--- config.mk ---
export PLATFORM = sky130hd
export DESIGN_NAME = analog_select_top
export DESIGN_NICKNAME = d
export VERILOG_FILES = /design/src/logic/analog_select_pkg.sv /design/src/logic/analog_select_top.sv /design/src/logic/sync2.sv /design/src/logic/select_reg.sv
export SDC_FILE = /design/constraint.sdc
export NUM_CORES = 1
export LEC_CHECK = 0
export BUFFER_PORTS_ARGS = -buffer_cell sky130_fd_sc_hd__buf_2
export CORE_ASPECT_RATIO = 1.2
export CORE_UTILIZATION = 35
export CTS_BUF_LIST = sky130_fd_sc_hd__clkbuf_8
export DETAILED_ROUTE_END_ITERATION = 6
export MAX_ROUTING_LAYER = met4
export SLEW_MARGIN = 0
export SYNTH_ARGS = -nofsm -noshare
export SYNTH_HDL_FRONTEND = slang
export SYNTH_SLANG_ARGS = --single-unit
--- constraint.sdc ---
create_clock -name clock -period 8.5 [get_ports clock]
set_input_delay 0.85 -clock clock [delete_from_list [all_inputs] [get_ports clock]]
set_output_delay 0.85 -clock clock [all_outputs]
set_load 0.03 [all_outputs]
--- src/logic/analog_select_pkg.sv ---
// Constants, register map and helpers for the pin analog/digital select block.
// Assumes a 32-bit classic Wishbone register bus with byte addresses.
// Notes on behaviour
// - Select bit 1 makes pin analog, read blocked
// - Select bit 0 makes pin digital, read allowed
// - Implemented select bits read/write, power-on value 1
// - Unimplemented select positions always read zero
// - Port A implements only bits 7 and 6
// - Port B implements all sixteen select bits
// - Port C implements only bit 4
// - Port D implements bits 11,10,7,6 only
// - Analog input pins read as 0
// - Direction 1 means input; inputs after reset
package analog_select_pkg;

    localparam int PORT_COUNT = 4;
    localparam int PORT_WIDTH = 16;
    localparam int ADR_WIDTH = 8;

    // Byte addresses of the register groups, one word per port
    localparam logic [7:0] ANSEL_BASE = 8'h00;
    localparam logic [7:0] DIR_BASE = 8'h10;
    localparam logic [7:0] LEVEL_BASE = 8'h20;

    // Implemented select positions per port
    localparam logic [15:0] MASK_A = 16'h00C0;
    localparam logic [15:0] MASK_B = 16'hFFFF;
    localparam logic [15:0] MASK_C = 16'h0010;
    localparam logic [15:0] MASK_D = 16'h0CC0;

    // Power-on values
    localparam logic [15:0] DIR_RESET = 16'hFFFF;
    localparam logic [31:0] DAT_RESET = 32'h0000_0000;

    typedef enum logic [1:0] {
        GRP_ANSEL,
        GRP_DIR,
        GRP_LEVEL,
        GRP_NONE
    } reg_group_t;

    // Group of a byte address
    function automatic reg_group_t decode_group(input logic [7:0] adr);
        if (adr[7:4] == ANSEL_BASE[7:4]) begin
            decode_group = GRP_ANSEL;
        end else if (adr[7:4] == DIR_BASE[7:4]) begin
            decode_group = GRP_DIR;
        end else if (adr[7:4] == LEVEL_BASE[7:4]) begin
            decode_group = GRP_LEVEL;
        end else begin
            decode_group = GRP_NONE;
        end
    endfunction : decode_group

    // Byte-lane merge of a 16-bit register
    function automatic logic [15:0] merge16(input logic [15:0] old_v,
                                            input logic [15:0] new_v,
                                            input logic [1:0] be);
        merge16 = old_v;
        if (be[0]) begin
            merge16[7:0] = new_v[7:0];
        end
        if (be[1]) begin
            merge16[15:8] = new_v[15:8];
        end
    endfunction : merge16

endpackage : analog_select_pkg

--- src/logic/analog_select_top.sv ---
// Analog/digital pin select with direction and gated pin read, Wishbone slave.
// Assumes pins arrive asynchronously; one clock; arst_n may be asynchronous.
`timescale 1ns/1ps
`default_nettype none
module analog_select_top import analog_select_pkg::*; #(
    parameter bit FULL_PINOUT = 1'b1
) (
    input wire logic clock,
    input wire logic arst_n,
    input wire logic wb_cyc_i,
    input wire logic wb_stb_i,
    input wire logic wb_we_i,
    input wire logic [7:0] wb_adr_i,
    input wire logic [3:0] wb_sel_i,
    input wire logic [31:0] wb_dat_i,
    output logic [31:0] wb_dat_o,
    output logic wb_ack_o,
    input wire logic [63:0] pin_in,
    output logic [63:0] analog_mode,
    output logic [63:0] pin_oe_n
);
    // Small packages lack the port A and C select bits
    localparam logic [15:0] IMPL_A = FULL_PINOUT ? MASK_A : 16'h0000;
    localparam logic [15:0] IMPL_C = FULL_PINOUT ? MASK_C : 16'h0000;
    localparam logic [63:0] IMPL_ALL = {MASK_D, IMPL_C, MASK_B, IMPL_A};

    typedef struct packed {
        logic ack;
        logic [31:0] dat;
        logic [63:0] dir;
    } top_state_t;

    top_state_t st_r;
    top_state_t st_nxt;
    logic rst_n;
    logic [63:0] pin_s;
    logic [63:0] level;
    logic req;
    logic wr_commit;
    reg_group_t grp;
    logic [5:0] base;

    sync2 #(.WIDTH(1), .INIT(1'b0)) u_rst_sync (
        .clock(clock),
        .rst_n(arst_n),
        .d(1'b1),
        .q(rst_n)
    );

    sync2 #(.WIDTH(64), .INIT(64'h0)) u_pin_sync (
        .clock(clock),
        .rst_n(rst_n),
        .d(pin_in),
        .q(pin_s)
    );

    assign req = wb_cyc_i & wb_stb_i;
    assign grp = decode_group(wb_adr_i);
    assign base = {wb_adr_i[3:2], 4'h0};
    // A write lands at the edge where the master sees ack
    assign wr_commit = req & wb_we_i & st_r.ack;
    // Analog pins never show their level on the read path
    assign level = pin_s & ~analog_mode;

    genvar p;
    generate
        for (p = 0; p < PORT_COUNT; p++) begin : g_port
            select_reg #(.MASK(IMPL_ALL[p*16 +: 16])) u_sel (
                .clock(clock),
                .rst_n(rst_n),
                .wr_en(wr_commit && grp == GRP_ANSEL && wb_adr_i[3:2] == 2'(p)),
                .wr_data(wb_dat_i[15:0]),
                .be(wb_sel_i[1:0]),
                .q(analog_mode[p*16 +: 16])
            );
        end
    endgenerate

    always_comb begin
        st_nxt = st_r;
        st_nxt.ack = req & ~st_r.ack;
        if (req && !st_r.ack && !wb_we_i) begin
            unique case (grp)
                GRP_ANSEL: st_nxt.dat = {16'h0000, analog_mode[base +: 16]};
                GRP_DIR: st_nxt.dat = {16'h0000, st_r.dir[base +: 16]};
                GRP_LEVEL: st_nxt.dat = {16'h0000, level[base +: 16]};
                GRP_NONE: st_nxt.dat = DAT_RESET;
            endcase
        end
        if (wr_commit && grp == GRP_DIR) begin
            st_nxt.dir[base +: 16] = merge16(st_r.dir[base +: 16], wb_dat_i[15:0],
                                             wb_sel_i[1:0]);
        end
    end

    always_ff @(posedge clock or negedge rst_n) begin
        if (!rst_n) begin
            st_r.ack <= 1'b0;
            st_r.dat <= DAT_RESET;
            st_r.dir <= {PORT_COUNT{DIR_RESET}};
        end else begin
            st_r <= st_nxt;
        end
    end

    assign wb_ack_o = st_r.ack;
    assign wb_dat_o = st_r.dat;
    // Direction 1 is input, so the driver is off
    assign pin_oe_n = st_r.dir;
endmodule : analog_select_top
`default_nettype wire

--- src/logic/sync2.sv ---
// Two-flop synchroniser for a vector of levels.
// Assumes d comes from outside the clock domain; only q may be read.
`timescale 1ns/1ps
`default_nettype none
module sync2 #(
    parameter int WIDTH = 1,
    parameter logic [WIDTH-1:0] INIT = '0
) (
    input wire logic clock,
    input wire logic rst_n,
    input wire logic [WIDTH-1:0] d,
    output logic [WIDTH-1:0] q
);
    typedef struct packed {
        logic [WIDTH-1:0] s1;
        logic [WIDTH-1:0] s2;
    } sync_state_t;

    sync_state_t st_r;
    sync_state_t st_nxt;

    always_comb begin
        st_nxt.s1 = d;
        st_nxt.s2 = st_r.s1;
    end

    always_ff @(posedge clock or negedge rst_n) begin
        if (!rst_n) begin
            st_r <= {INIT, INIT};
        end else begin
            st_r <= st_nxt;
        end
    end

    assign q = st_r.s2;
endmodule : sync2
`default_nettype wire

--- src/logic/select_reg.sv ---
// One analog-select register: byte-lane writes, fixed implemented mask.
// Assumes wr_en is a single-cycle strobe from the bus slave.
`timescale 1ns/1ps
`default_nettype none
module select_reg import analog_select_pkg::*; #(
    parameter logic [15:0] MASK = 16'hFFFF
) (
    input wire logic clock,
    input wire logic rst_n,
    input wire logic wr_en,
    input wire logic [15:0] wr_data,
    input wire logic [1:0] be,
    output logic [15:0] q
);
    typedef struct packed {
        logic [15:0] sel;
    } sel_state_t;

    sel_state_t st_r;
    sel_state_t st_nxt;

    always_comb begin
        st_nxt = st_r;
        if (wr_en) begin
            st_nxt.sel = merge16(st_r.sel, wr_data, be) & MASK;
        end
    end

    always_ff @(posedge clock or negedge rst_n) begin
        if (!rst_n) begin
            st_r.sel <= MASK;
        end else begin
            st_r <= st_nxt;
        end
    end

    assign q = st_r.sel;
endmodule : select_reg
`default_nettype wire

==> metrics.csv, run 1 <==
stage;metric;value;unit
placement;pre_cts_ws;4370;ps
route;first_iter_violations;152;
floorplan;dieWidth;149;µm
clocking;htreeDepth;2;
worst_setup_path;critical_path.startpoint;wb_adr_i[2];
route;dr.pass1.iters;4;
pwr;combPwrFrac;0.069;
job;drv_cap;0;
pwr;p_sw_frac;0.246;
route;routed_via_density;4.79;
synth;synth_ff_type;dfrtp_1;
pwr;pwr-share-seq;0.515;
pwr;switching_power;0.000559;W
worst_setup_path;worst_path_largest_cell_delay;920;ps
run_status;outcome;finished, final reports clean;
clocking;clk_pin_slew;60;ps
layout;final_layout_size_suffix_gt1_frac;0.483;
synth;synth_edf_count;0;
placement;dpl.hpwl;15400;µm
timing;relSlewSlack;0.246;
clocking;cts_buffers;38;
floorplan;io_pins;274;
route;drcViolationCount;0;
clocking;postCtsSetupBuffers;0;
timing;setup_tns;0;ps
worst_setup_path;arrival;3970;ps
synth;syn_inst;608;
synth;synth_cell_type_count;38;
global_route;grt_usage;0.182;
global_route;overflow;0;
timing;rsz0062_at_grt;no;
floorplan;core-area;25500;µm²
worst_setup_path;critPathKind;input pin to register;
timing;tightest_slew;1130;ps
clocking;cts_root_buf;clkbuf_8;
timing;hold_violations;0;
clocking;cts_tree;yes;
timing;finalCriticalPeriod;3560;ps
worst_setup_path;slowest_stage;nand4b_1;
worst_setup_path;r2r_start;wb_ack_o;
worst_setup_path;crit_chain;buf_2 -> buf_4 -> inv_1 -> ha_1 -> nor3_1 -> nand4b_1 -> o2bb2ai_1;
pwr;power.internal;0.00171;W
pwr;vdd_ir_drop_max;0.142;mV
timing;setup_viol;0;
route;drt-total-wl;23200;µm
floorplan;initial_core_util;0.356;
placement;gp_congestion;0.784;
worst_hold_path;min_path_type;input pin to async pin;
synth;ys_seq_elements;234;
synth;yosysSeqAreaShare;0.657;
pwr;leakagePower;5.08;nW
worst_setup_path;cp-start-kind;input pin;
synth;postSynth.asyncResetShare;1.00;
worst_setup_path;required;8910;ps
floorplan;num_rows;64;
timing;setup_slack;4940;ps
pwr;pwr-share-clk;0.417;
global_route;grt_max_degree;73;
pwr;power-per-cell-area;207;nW/µm²
global_route;first_global_vias;5677;
synth;netlist_area;9070;µm²
layout;areaGrowthSynthToFinish;20.8;%
synth;avgSynthCellArea;14.9;µm²
placement;io_buffers;196;
timing;fmax;0.281;GHz
worst_setup_path;r2r_slack;5910;ps
synth;yosysWarnings;0;
timing;slew_violations;0;
worst_setup_path;critPathCaptureType;register;
layout;diodes;0;
clocking;cts_resized;0;
layout;layout.nets;940;
worst_setup_path;r2r_end;pin_oe_n[2];
clocking;clockBufferDepth;3;
global_route;antenna_found_initial;0;
route;wl_per_cell;19.7;µm
timing;final.period_utilization;0.419;
route;via_count;5662;
worst_setup_path;cp_max_fo;36;
layout;fillers;2412;
worst_setup_path;cp-endpoint;pin_oe_n[50];
worst_setup_path;r2r_cells;4;
clocking;cts.sinks;234;
route;ant_nets;0;
clocking;cts_hold_buf;0;
floorplan;die_h;178;µm
global_route;grt_pass1_wl;34200;µm
clocking;clock_latency;530;ps
timing;fin_skew;32.0;ps
floorplan;die-area;26600;µm²
[worst max-delay path: cells and delay by family]
| kind | cells | cell delay [ps] |
|---|---|---|
| buf+inv | 3 | 990 |
| fa+ha+maj | 1 | 360 |
| compound gates | 1 | 490 |
| simple gates | 2 | 1250 |
[layout make-up]
cell class	instances	area (µm²)	area share
sequential	234	5970	0.545
multi-input combinational	341	2770	0.253
timing repair buffer	204	1040	0.0950
clock buffer	48	661	0.0603
tap	330	413	0.0377
clock inverter	21	93.8	0.00857
inverter	3	11.3	0.00103
[synth_stat cells, types with 4 or more instances]
master     number  share of area
o2bb2ai_1      48          0.046
nand2b_1        7         0.0048
nand3_1         4         0.0022
a22oi_1        25          0.021
nor2_1          5         0.0021
dfrtp_1       147           0.41
o21ai_0        10         0.0055
nor3_1          5         0.0028
nand2_1        42          0.017
mux4_2         29          0.072
o21ai_2        10         0.0097
ha_1            5         0.0069
clkbuf_1       19         0.0079
mux2_2         23          0.029
mux2i_1        21          0.023
nor2b_1        15          0.010
dfstp_2        87           0.25
buf_1           6         0.0025
a21oi_1         6         0.0033
buf_4          57          0.047
nand3b_1        5         0.0041
[cells in the final DEF, fill, tap and decap left out, types with 6 or more instances in the layout]
cell       instances
a21oi_1            6
a22oi_1           25
buf_2            196
buf_4              8
clkbuf_8          48
conb_1            58
dfrtp_1          146
dfstp_2           87
inv_1             19
mux2_2            23
mux2i_1           21
mux4_2            29
nand2_1           42
nand2b_1           7
nor2b_1           15
o21ai_0           10
o21ai_2           10
o2bb2ai_1         48
[cell families after synthesis]
kind of cell    count (synthesis)  synth area share
fa+ha+maj                       5           0.00690
other cells                     2          0.000828
buf+inv                        89            0.0616
compound gates                107            0.0920
mux                            73             0.124
simple gates                   98            0.0575
flops                         234             0.657
[state kept, by name, indices dropped and copies added (netlist names)]
| name | count |
|---|---|
| pin_oe_n | 64 |
| u_pin_sync.q | 64 |
| u_pin_sync.st_nxt | 64 |
| g_port.u_sel.q | 23 |
| wb_dat_o | 16 |
| u_rst_sync.q | 1 |
| u_rst_sync.st_nxt | 1 |
| wb_ack_o | 1 |
[power by group through the flow]
stage                     sequential [W]  clock (W)  combinational [W]
final                            0.00117   0.000945           0.000156
after global routing             0.00117    0.00103           0.000170
after CTS                        0.00117   0.000981           0.000159
after detailed placement         0.00119          0           0.000158
after global placement           0.00119          0           0.000157
after floorplan                  0.00121          0           0.000102
[metal layers]
metal,wire length (µm),track usage
met1,9700,0.225
met4,605,0.0680
met5,0,-
met2,11700,0.296
met3,1250,0.0353
[per-stage QoR]
stage          hold WS (ps)  instances  power, W  instance area, µm²   util
2_1_floorplan           331        664   0.00131                9280      -
3_3_place_gp            299       1112   0.00134               10200  0.401
3_5_place_dp            307       1112   0.00135               10200  0.401
4_1_cts                71.7       1181   0.00231               11000  0.430
5_1_grt                75.4       1181   0.00237               11000  0.430
6_report                114       1181   0.00227               11000  0.430
[worst min-delay path by stage]
stage,startpoint,endpoint,slack (ps),cells after the start
finish,arst_n,u_rst_sync.q,110,1
global route,arst_n,u_rst_sync.q,80,1
CTS,arst_n,u_rst_sync.q,70,1
detailed placement,u_rst_sync.q,u_pin_sync.st_nxt[63],310,0
global placement,u_rst_sync.q,u_pin_sync.st_nxt[31],300,0
floorplan,u_pin_sync.st_nxt[0],u_pin_sync.q[0],330,0
No activity file was read; power rests on OpenSTA's default activity.
==> run 2: changes to the inputs <==
==> constraint.sdc (replaced) <==
create_clock -name clock -period 2.99 [get_ports clock]
set_input_delay 0.299 -clock clock [delete_from_list [all_inputs] [get_ports clock]]
set_output_delay 0.299 -clock clock [all_outputs]
set_load 0.03 [all_outputs]
==> metrics.csv, run 2 (synthesis gave the netlist of run 1 again) <==
stage;metric;value;unit
run_status;outcome;finished, final reports clean;
job;drv_cap;0;
floorplan;die-area;26600;µm²
pwr;switching_power;0.00162;W
timing;finalCriticalPeriod;2090;ps
clocking;cts.sinks;234;
route;first_iter_violations;270;
global_route;antenna_found_initial;0;
clocking;cts_buffers;39;
worst_setup_path;worst_path_largest_cell_delay;700;ps
route;wl_per_cell;19.1;µm
clocking;htreeDepth;2;
global_route;grt_pass1_wl;36000;µm
global_route;overflow;0;
pwr;power-per-cell-area;579;nW/µm²
layout;fillers;2298;
floorplan;dieWidth;149;µm
worst_hold_path;hp-start;wb_cyc_i;
clocking;clockBufferDepth;3;
layout;layout.cells.most_common;buf_2;
worst_setup_path;r2r_start;wb_ack_o;
worst_hold_path;holdPathStages;3;
pwr;leakagePower;5.47;nW
worst_setup_path;arrival;2520;ps
pwr;vdd_ir_drop_max;0.312;mV
worst_setup_path;r2r_end;pin_oe_n[1];
floorplan;io_pins;274;
placement;gp_congestion;0.794;
clocking;clock_latency;520;ps
pwr;p_sw_frac;0.237;
worst_setup_path;r2r_cells;4;
timing;rsz0062_at_grt;no;
timing;setup_viol;0;
worst_hold_path;min_path_type;input pin to register;
timing;relSlewSlack;0.413;
worst_setup_path;slowest_stage;or4b_4;
layout;diodes;0;
worst_setup_path;cp-start-kind;input pin;
worst_setup_path;r2r_slack;930;ps
timing;slew_violations;0;
route;routed_via_density;4.78;
floorplan;initial_core_util;0.356;
layout;areaGrowthSynthToFinish;30.6;%
clocking;clk_pin_slew;60;ps
floorplan;core-area;25500;µm²
clocking;cts_root_buf;clkbuf_8;
placement;placed_area;10300;µm²
timing;final.period_utilization;0.700;
timing;hold_violations;0;
timing;tightest_slew;878;ps
timing;fin_skew;12.4;ps
worst_setup_path;required;3420;ps
route;dr.pass1.iters;4;
worst_setup_path;critPathCaptureType;register;
global_route;grt_max_degree;75;
clocking;postCtsSetupBuffers;0;
pwr;totalPowerFinal;0.00686;W
placement;io_buffers;196;
layout;final_cell_mix;buf_2 (196), dfrtp_1 (146), dfstp_2 (87), dlygate4sd3_1 (66), conb_1 (58);
pwr;combPwrFrac;0.076;
worst_setup_path;cp_max_fo;16;
pwr;pwr-share-clk;0.439;
worst_setup_path;critPathKind;input pin to register;
layout;final_layout_size_suffix_gt1_frac;0.463;
global_route;grt_usage;0.190;
timing;setup_tns;0;ps
global_route;first_global_vias;6226;
layout;final_cell_area;11800;µm²
route;drcViolationCount;0;
route;drt-total-wl;24100;µm
layout;layout.nets;1019;
pwr;power.internal;0.00523;W
pwr;pwr-share-seq;0.485;
worst_setup_path;critical_path.startpoint;wb_stb_i;
floorplan;die_h;178;µm
clocking;cts_tree;yes;
timing;fmax;0.478;GHz
worst_setup_path;crit_chain;dlygate4sd3_1 -> buf_2 -> nand4_1 -> or3_1 -> or4b_4 -> o21ai_0;
route;ant_nets;0;
floorplan;num_rows;64;
placement;dpl.hpwl;15800;µm
route;via_count;6029;
worst_setup_path;cp-endpoint;pin_oe_n[1];
## run 2: cell count changes in the layout (fill, tap and decap cells not counted), sizes merged
cell	change
clkinv	+3
clkinvlp	-2
inv	-6
clkbuf	+5
buf	+12
dlygate4sd3	+66
bufinv	+2
## run 2: per-stage QoR
step | setup WS [ps] | std cells | hold WS [ps] | utilization
2_1_floorplan | 319 | 664 | 3.41 | -
3_3_place_gp | 624 | 1124 | 85.9 | 0.406
3_5_place_dp | 576 | 1124 | 87.9 | 0.406
4_1_cts | 952 | 1261 | 3.60 | 0.465
5_1_grt | 814 | 1261 | 0.120 | 0.465
6_report | 897 | 1261 | 24.0 | 0.465
## run 2: worst min path at each step
stage	slack, ps	endpoint
5_1_grt	0.1	wb_ack_o
4_1_cts	4	wb_ack_o
2_1_floorplan	3	u_rst_sync.st_nxt[0]
3_5_place_dp	90	u_rst_sync.st_nxt[0]
3_3_place_gp	90	u_rst_sync.st_nxt[0]
6_report	20	wb_ack_o
## run 2: routing by layer
layer | part of all wire | global-route usage | vias to the layer above
li1 | - | - | 2680
met1 | 0.41 | 0.230 | 3079
met2 | 0.50 | 0.314 | 224
met3 | 0.058 | 0.0384 | 46
met4 | 0.025 | 0.0693 | 0
met5 | 0 | - | -
## run 2: cell type report
cell class | instances | area, µm² | share of cell area
clock buffers | 53 | 729 | 0.0616
well taps | 330 | 413 | 0.0349
repair buffers | 282 | 1830 | 0.154
clock inverters | 18 | 128 | 0.0108
flip-flops and latches | 234 | 5970 | 0.504
inverters | 3 | 11.3 | 0.000951
multi-input cells | 341 | 2770 | 0.234
## run 2: power groups by stage
stage	Clock (W)	Sequential [W]	Combinational [W]
6_report	0.00301	0.00333	0.000518
5_1_grt	0.00323	0.00334	0.000566
4_1_cts	0.00309	0.00333	0.000524
3_5_place_dp	0	0.00338	0.000457
3_3_place_gp	0	0.00338	0.000454
2_1_floorplan	0	0.00343	0.000289
## run 2: worst max-delay path, delay by kind of cell
family	cells	cell delay, ps
AOI/OAI and AO/OA	1	230
and+or+nand+nor	3	1330
buffers and inverters	2	650
## run 2: what timing repair did
action	CTS	global route
endpoints found under the setup margin	0	0
resized for setup	0	0
hold buffers	66	0
endpoints found under the hold margin	67	0
==> run 3: changes to the inputs <==
--- a/config.mk
+++ b/config.mk
@@ -5,6 +5,7 @@
 export SDC_FILE = /design/constraint.sdc
 export NUM_CORES = 1
 export LEC_CHECK = 0
+export ABC_AREA = 1
 export BUFFER_PORTS_ARGS = -buffer_cell sky130_fd_sc_hd__buf_2
 export CORE_ASPECT_RATIO = 1.2
 export CORE_UTILIZATION = 35
==> constraint.sdc (replaced) <==
create_clock -name clock -period 2.16 [get_ports clock]
set_input_delay 0.216 -clock clock [delete_from_list [all_inputs] [get_ports clock]]
set_output_delay 0.216 -clock clock [all_outputs]
set_load 0.03 [all_outputs]
==> metrics.csv, run 3 <==
stage;metric;value;unit
run_status;outcome;finished, final reports clean;
job;drv_cap;0;
route;wl_per_cell;15.8;µm
route;drt-total-wl;28000;µm
placement;gp_congestion;0.904;
timing;setup_slack;436;ps
layout;final_layout_size_suffix_gt1_frac;0.290;
placement;dpl.hpwl;19600;µm
route;first_iter_violations;449;
synth;yosysSeqAreaShare;0.599;
synth;yosys.area_share.adder;0.00628;
timing;slew_violations;0;
timing;hold_ws;78.8;ps
synth;syn_inst;1072;
worst_setup_path;critical_path.startpoint;wb_ack_o;
worst_setup_path;r2r_end;pin_oe_n[17];
synth;synth_top_family_by_area;simple AND/OR/NAND/NOR gates;
layout;final_cell_mix;nand2_1 (369), buf_2 (196), dfrtp_1 (146), nor2_1 (92), dfstp_2 (87);
route;dr.pass1.iters;5;
pwr;power-per-cell-area;757;nW/µm²
timing;finalCriticalPeriod;1720;ps
synth;avgSynthCellArea;9.29;µm²
clocking;cts.sinks;234;
layout;layout.cells.most_common;nand2_1;
clocking;clk_pin_slew;60;ps
floorplan;num_rows;67;
worst_setup_path;cp-start-kind;register;
global_route;busiest_layer;met2;
floorplan;die-area;29100;µm²
timing;fin_skew;7.31;ps
synth;muxShareOfSynthArea;0;
global_route;grt_max_degree;60;
layout;layout.nets;1483;
layout;regArea;5970;µm²
floorplan;die_h;187;µm
worst_setup_path;arrival;2180;ps
synth;postSynth.asyncResetShare;1.00;
synth;synthSimpleGateAreaFrac;0.241;
synth;yosysMostFrequentCell;nand2_1;
floorplan;dieWidth;156;µm
clocking;postCtsSetupBuffers;0;
synth;synth_top_cell_by_area;dfrtp_1;
layout;areaGrowthSynthToFinish;29.3;%
clocking;cts_buffers;37;
global_route;first_global_vias;7904;
floorplan;io_pins;274;
floorplan;core-area;27900;µm²
clocking;htreeDepth;2;
layout;fillers;2657;
synth;synth_ff_type;dfrtp_1;
pwr;leakagePower;6.34;nW
global_route;grt_use_met2;0.332;
route;ant_nets;0;
timing;relSlewSlack;0.544;
clocking;cts_root_buf;clkbuf_8;
floorplan;initial_core_util;0.357;
worst_setup_path;r2r_start;wb_ack_o;
route;routed_via_density;4.48;
synth;synth_edf_count;0;
route;via_count;7944;
timing;setup_viol;0;
clocking;clock_latency;520;ps
layout;multi_input_area;3360;µm²
placement;pre_cts_ws;312;ps
timing;fmax;0.580;GHz
synth;yosysWarnings;0;
worst_hold_path;min_path_type;input pin to register;
global_route;grt_usage;0.204;
synth;synth_common_cells;nand2_1 (369), dfrtp_1 (147), nor2_1 (92);
synth;synth_xor_area_frac;0;
worst_setup_path;critPathCaptureType;register;
synth;ys_seq_elements;234;
worst_setup_path;cp-endpoint;pin_oe_n[17];
placement;io_buffers;196;
clocking;clockBufferDepth;3;
global_route;grtUsageMet1;0.254;
worst_setup_path;cp_max_fo;18;
clocking;cts_tree;yes;
worst_setup_path;r2r_cells;8;
synth;netlist_area;9960;µm²
synth;synth.top_cell.area_share;0.369;
route;drcViolationCount;0;
timing;tightest_slew;684;ps
pwr;vdd_ir_drop_max;0.596;mV
timing;final.period_utilization;0.798;
timing;hold_violations;0;
worst_setup_path;r2r_slack;440;ps
timing;rsz0062_at_grt;no;
synth;synth-compound-area-share;0.0683;
global_route;antenna_found_initial;1;
global_route;grt_pass1_wl;44200;µm
worst_setup_path;required;2620;ps
global_route;overflow;0;
global_route;use_met3;0.0336;
worst_setup_path;critPathKind;register to register;
synth;synth_cell_type_count;33;
synth;synth_area_leaders;dfrtp_1 (37%), dfstp_2 (23%), nand2_1 (14%);
==> run 3: cell count changes after synthesis, moves of 17 or more <==
cell / change
a21oi_1: +18
a22oi_1: -25
buf_2: +17
inv_1: +33
mux2_2: -23
mux2i_1: -21
mux4_2: -29
nand2_1: +327
nand3_1: +67
nor2_1: +87
o21ai_0: +51
o21ai_1: +20
o2bb2ai_1: -48
==> run 3: through the flow <==
step	utilization	setup TNS (ps)	power, W	area [µm²]	cells
2_1_floorplan	-	-22370	0.00546	10200	1128
3_3_place_gp	0.404	0	0.00575	11300	1623
3_5_place_dp	0.404	0	0.00576	11300	1623
4_1_cts	0.461	0	0.00990	12900	1772
5_1_grt	0.462	0	0.0102	12900	1773
6_report	0.462	0	0.00976	12900	1773
==> run 3: kinds of logic after synthesis <==
group           count (synthesis)
compound gates                123
buf+inv                       147
other cells                     2
flops                         234
fa+ha+maj                       5
simple gates                  561
==> run 3: cell type report <==
class | count | area share
flip-flops and latches | 234 | 0.463
multi-input cells | 747 | 0.261
repair buffers | 303 | 0.164
clock buffers | 45 | 0.0481
well taps | 379 | 0.0368
clock inverters | 22 | 0.0136
inverters | 42 | 0.0130
diodes | 1 | 0.000194
==> run 3: how the worst min path moves through the flow <==
stage / end / from / cells after the start / slack, ps
after CTS: wb_ack_o / wb_stb_i / 3 / 70
after floorplan: u_rst_sync.st_nxt[0] / arst_n / 0 / -80
after global routing: wb_ack_o / wb_stb_i / 3 / 110
after global placement: u_rst_sync.st_nxt[0] / arst_n / 1 / 3
after detailed placement: u_rst_sync.st_nxt[0] / arst_n / 1 / 3
final: wb_ack_o / wb_stb_i / 3 / 80
==> run 3: critical path, stage by stage (launching register included) <==
cell and delay, ps:
dfrtp_1 390, nand2_1 130, nor2_1 190, nand2_4 200
clkinv_4 160, nand2_8 140, nor2_8 270, nand2_1 100
nand2_1 70
==> run 3: power breakdown <==
group          internal [W]  switching [W]  total [W]
logic              0.000365       0.000753    0.00112
registers           0.00458      0.0000945    0.00468
clock network       0.00226        0.00171    0.00396
==> run 3: layer usage <==
metal / routed length (µm) / share of wire / vias up
met5: 0 / 0 / -
met4: 854 / 0.030 / 0
met3: 1560 / 0.056 / 57
met2: 13700 / 0.49 / 287
met1: 12000 / 0.43 / 3719
li1: - / - / 3881
==> run 3: timing repair <==
action,in CTS,in global routing
hold endpoints to repair,84,0
hold buffers,82,0
setup endpoints to repair,0,0
gates resized for setup,0,0
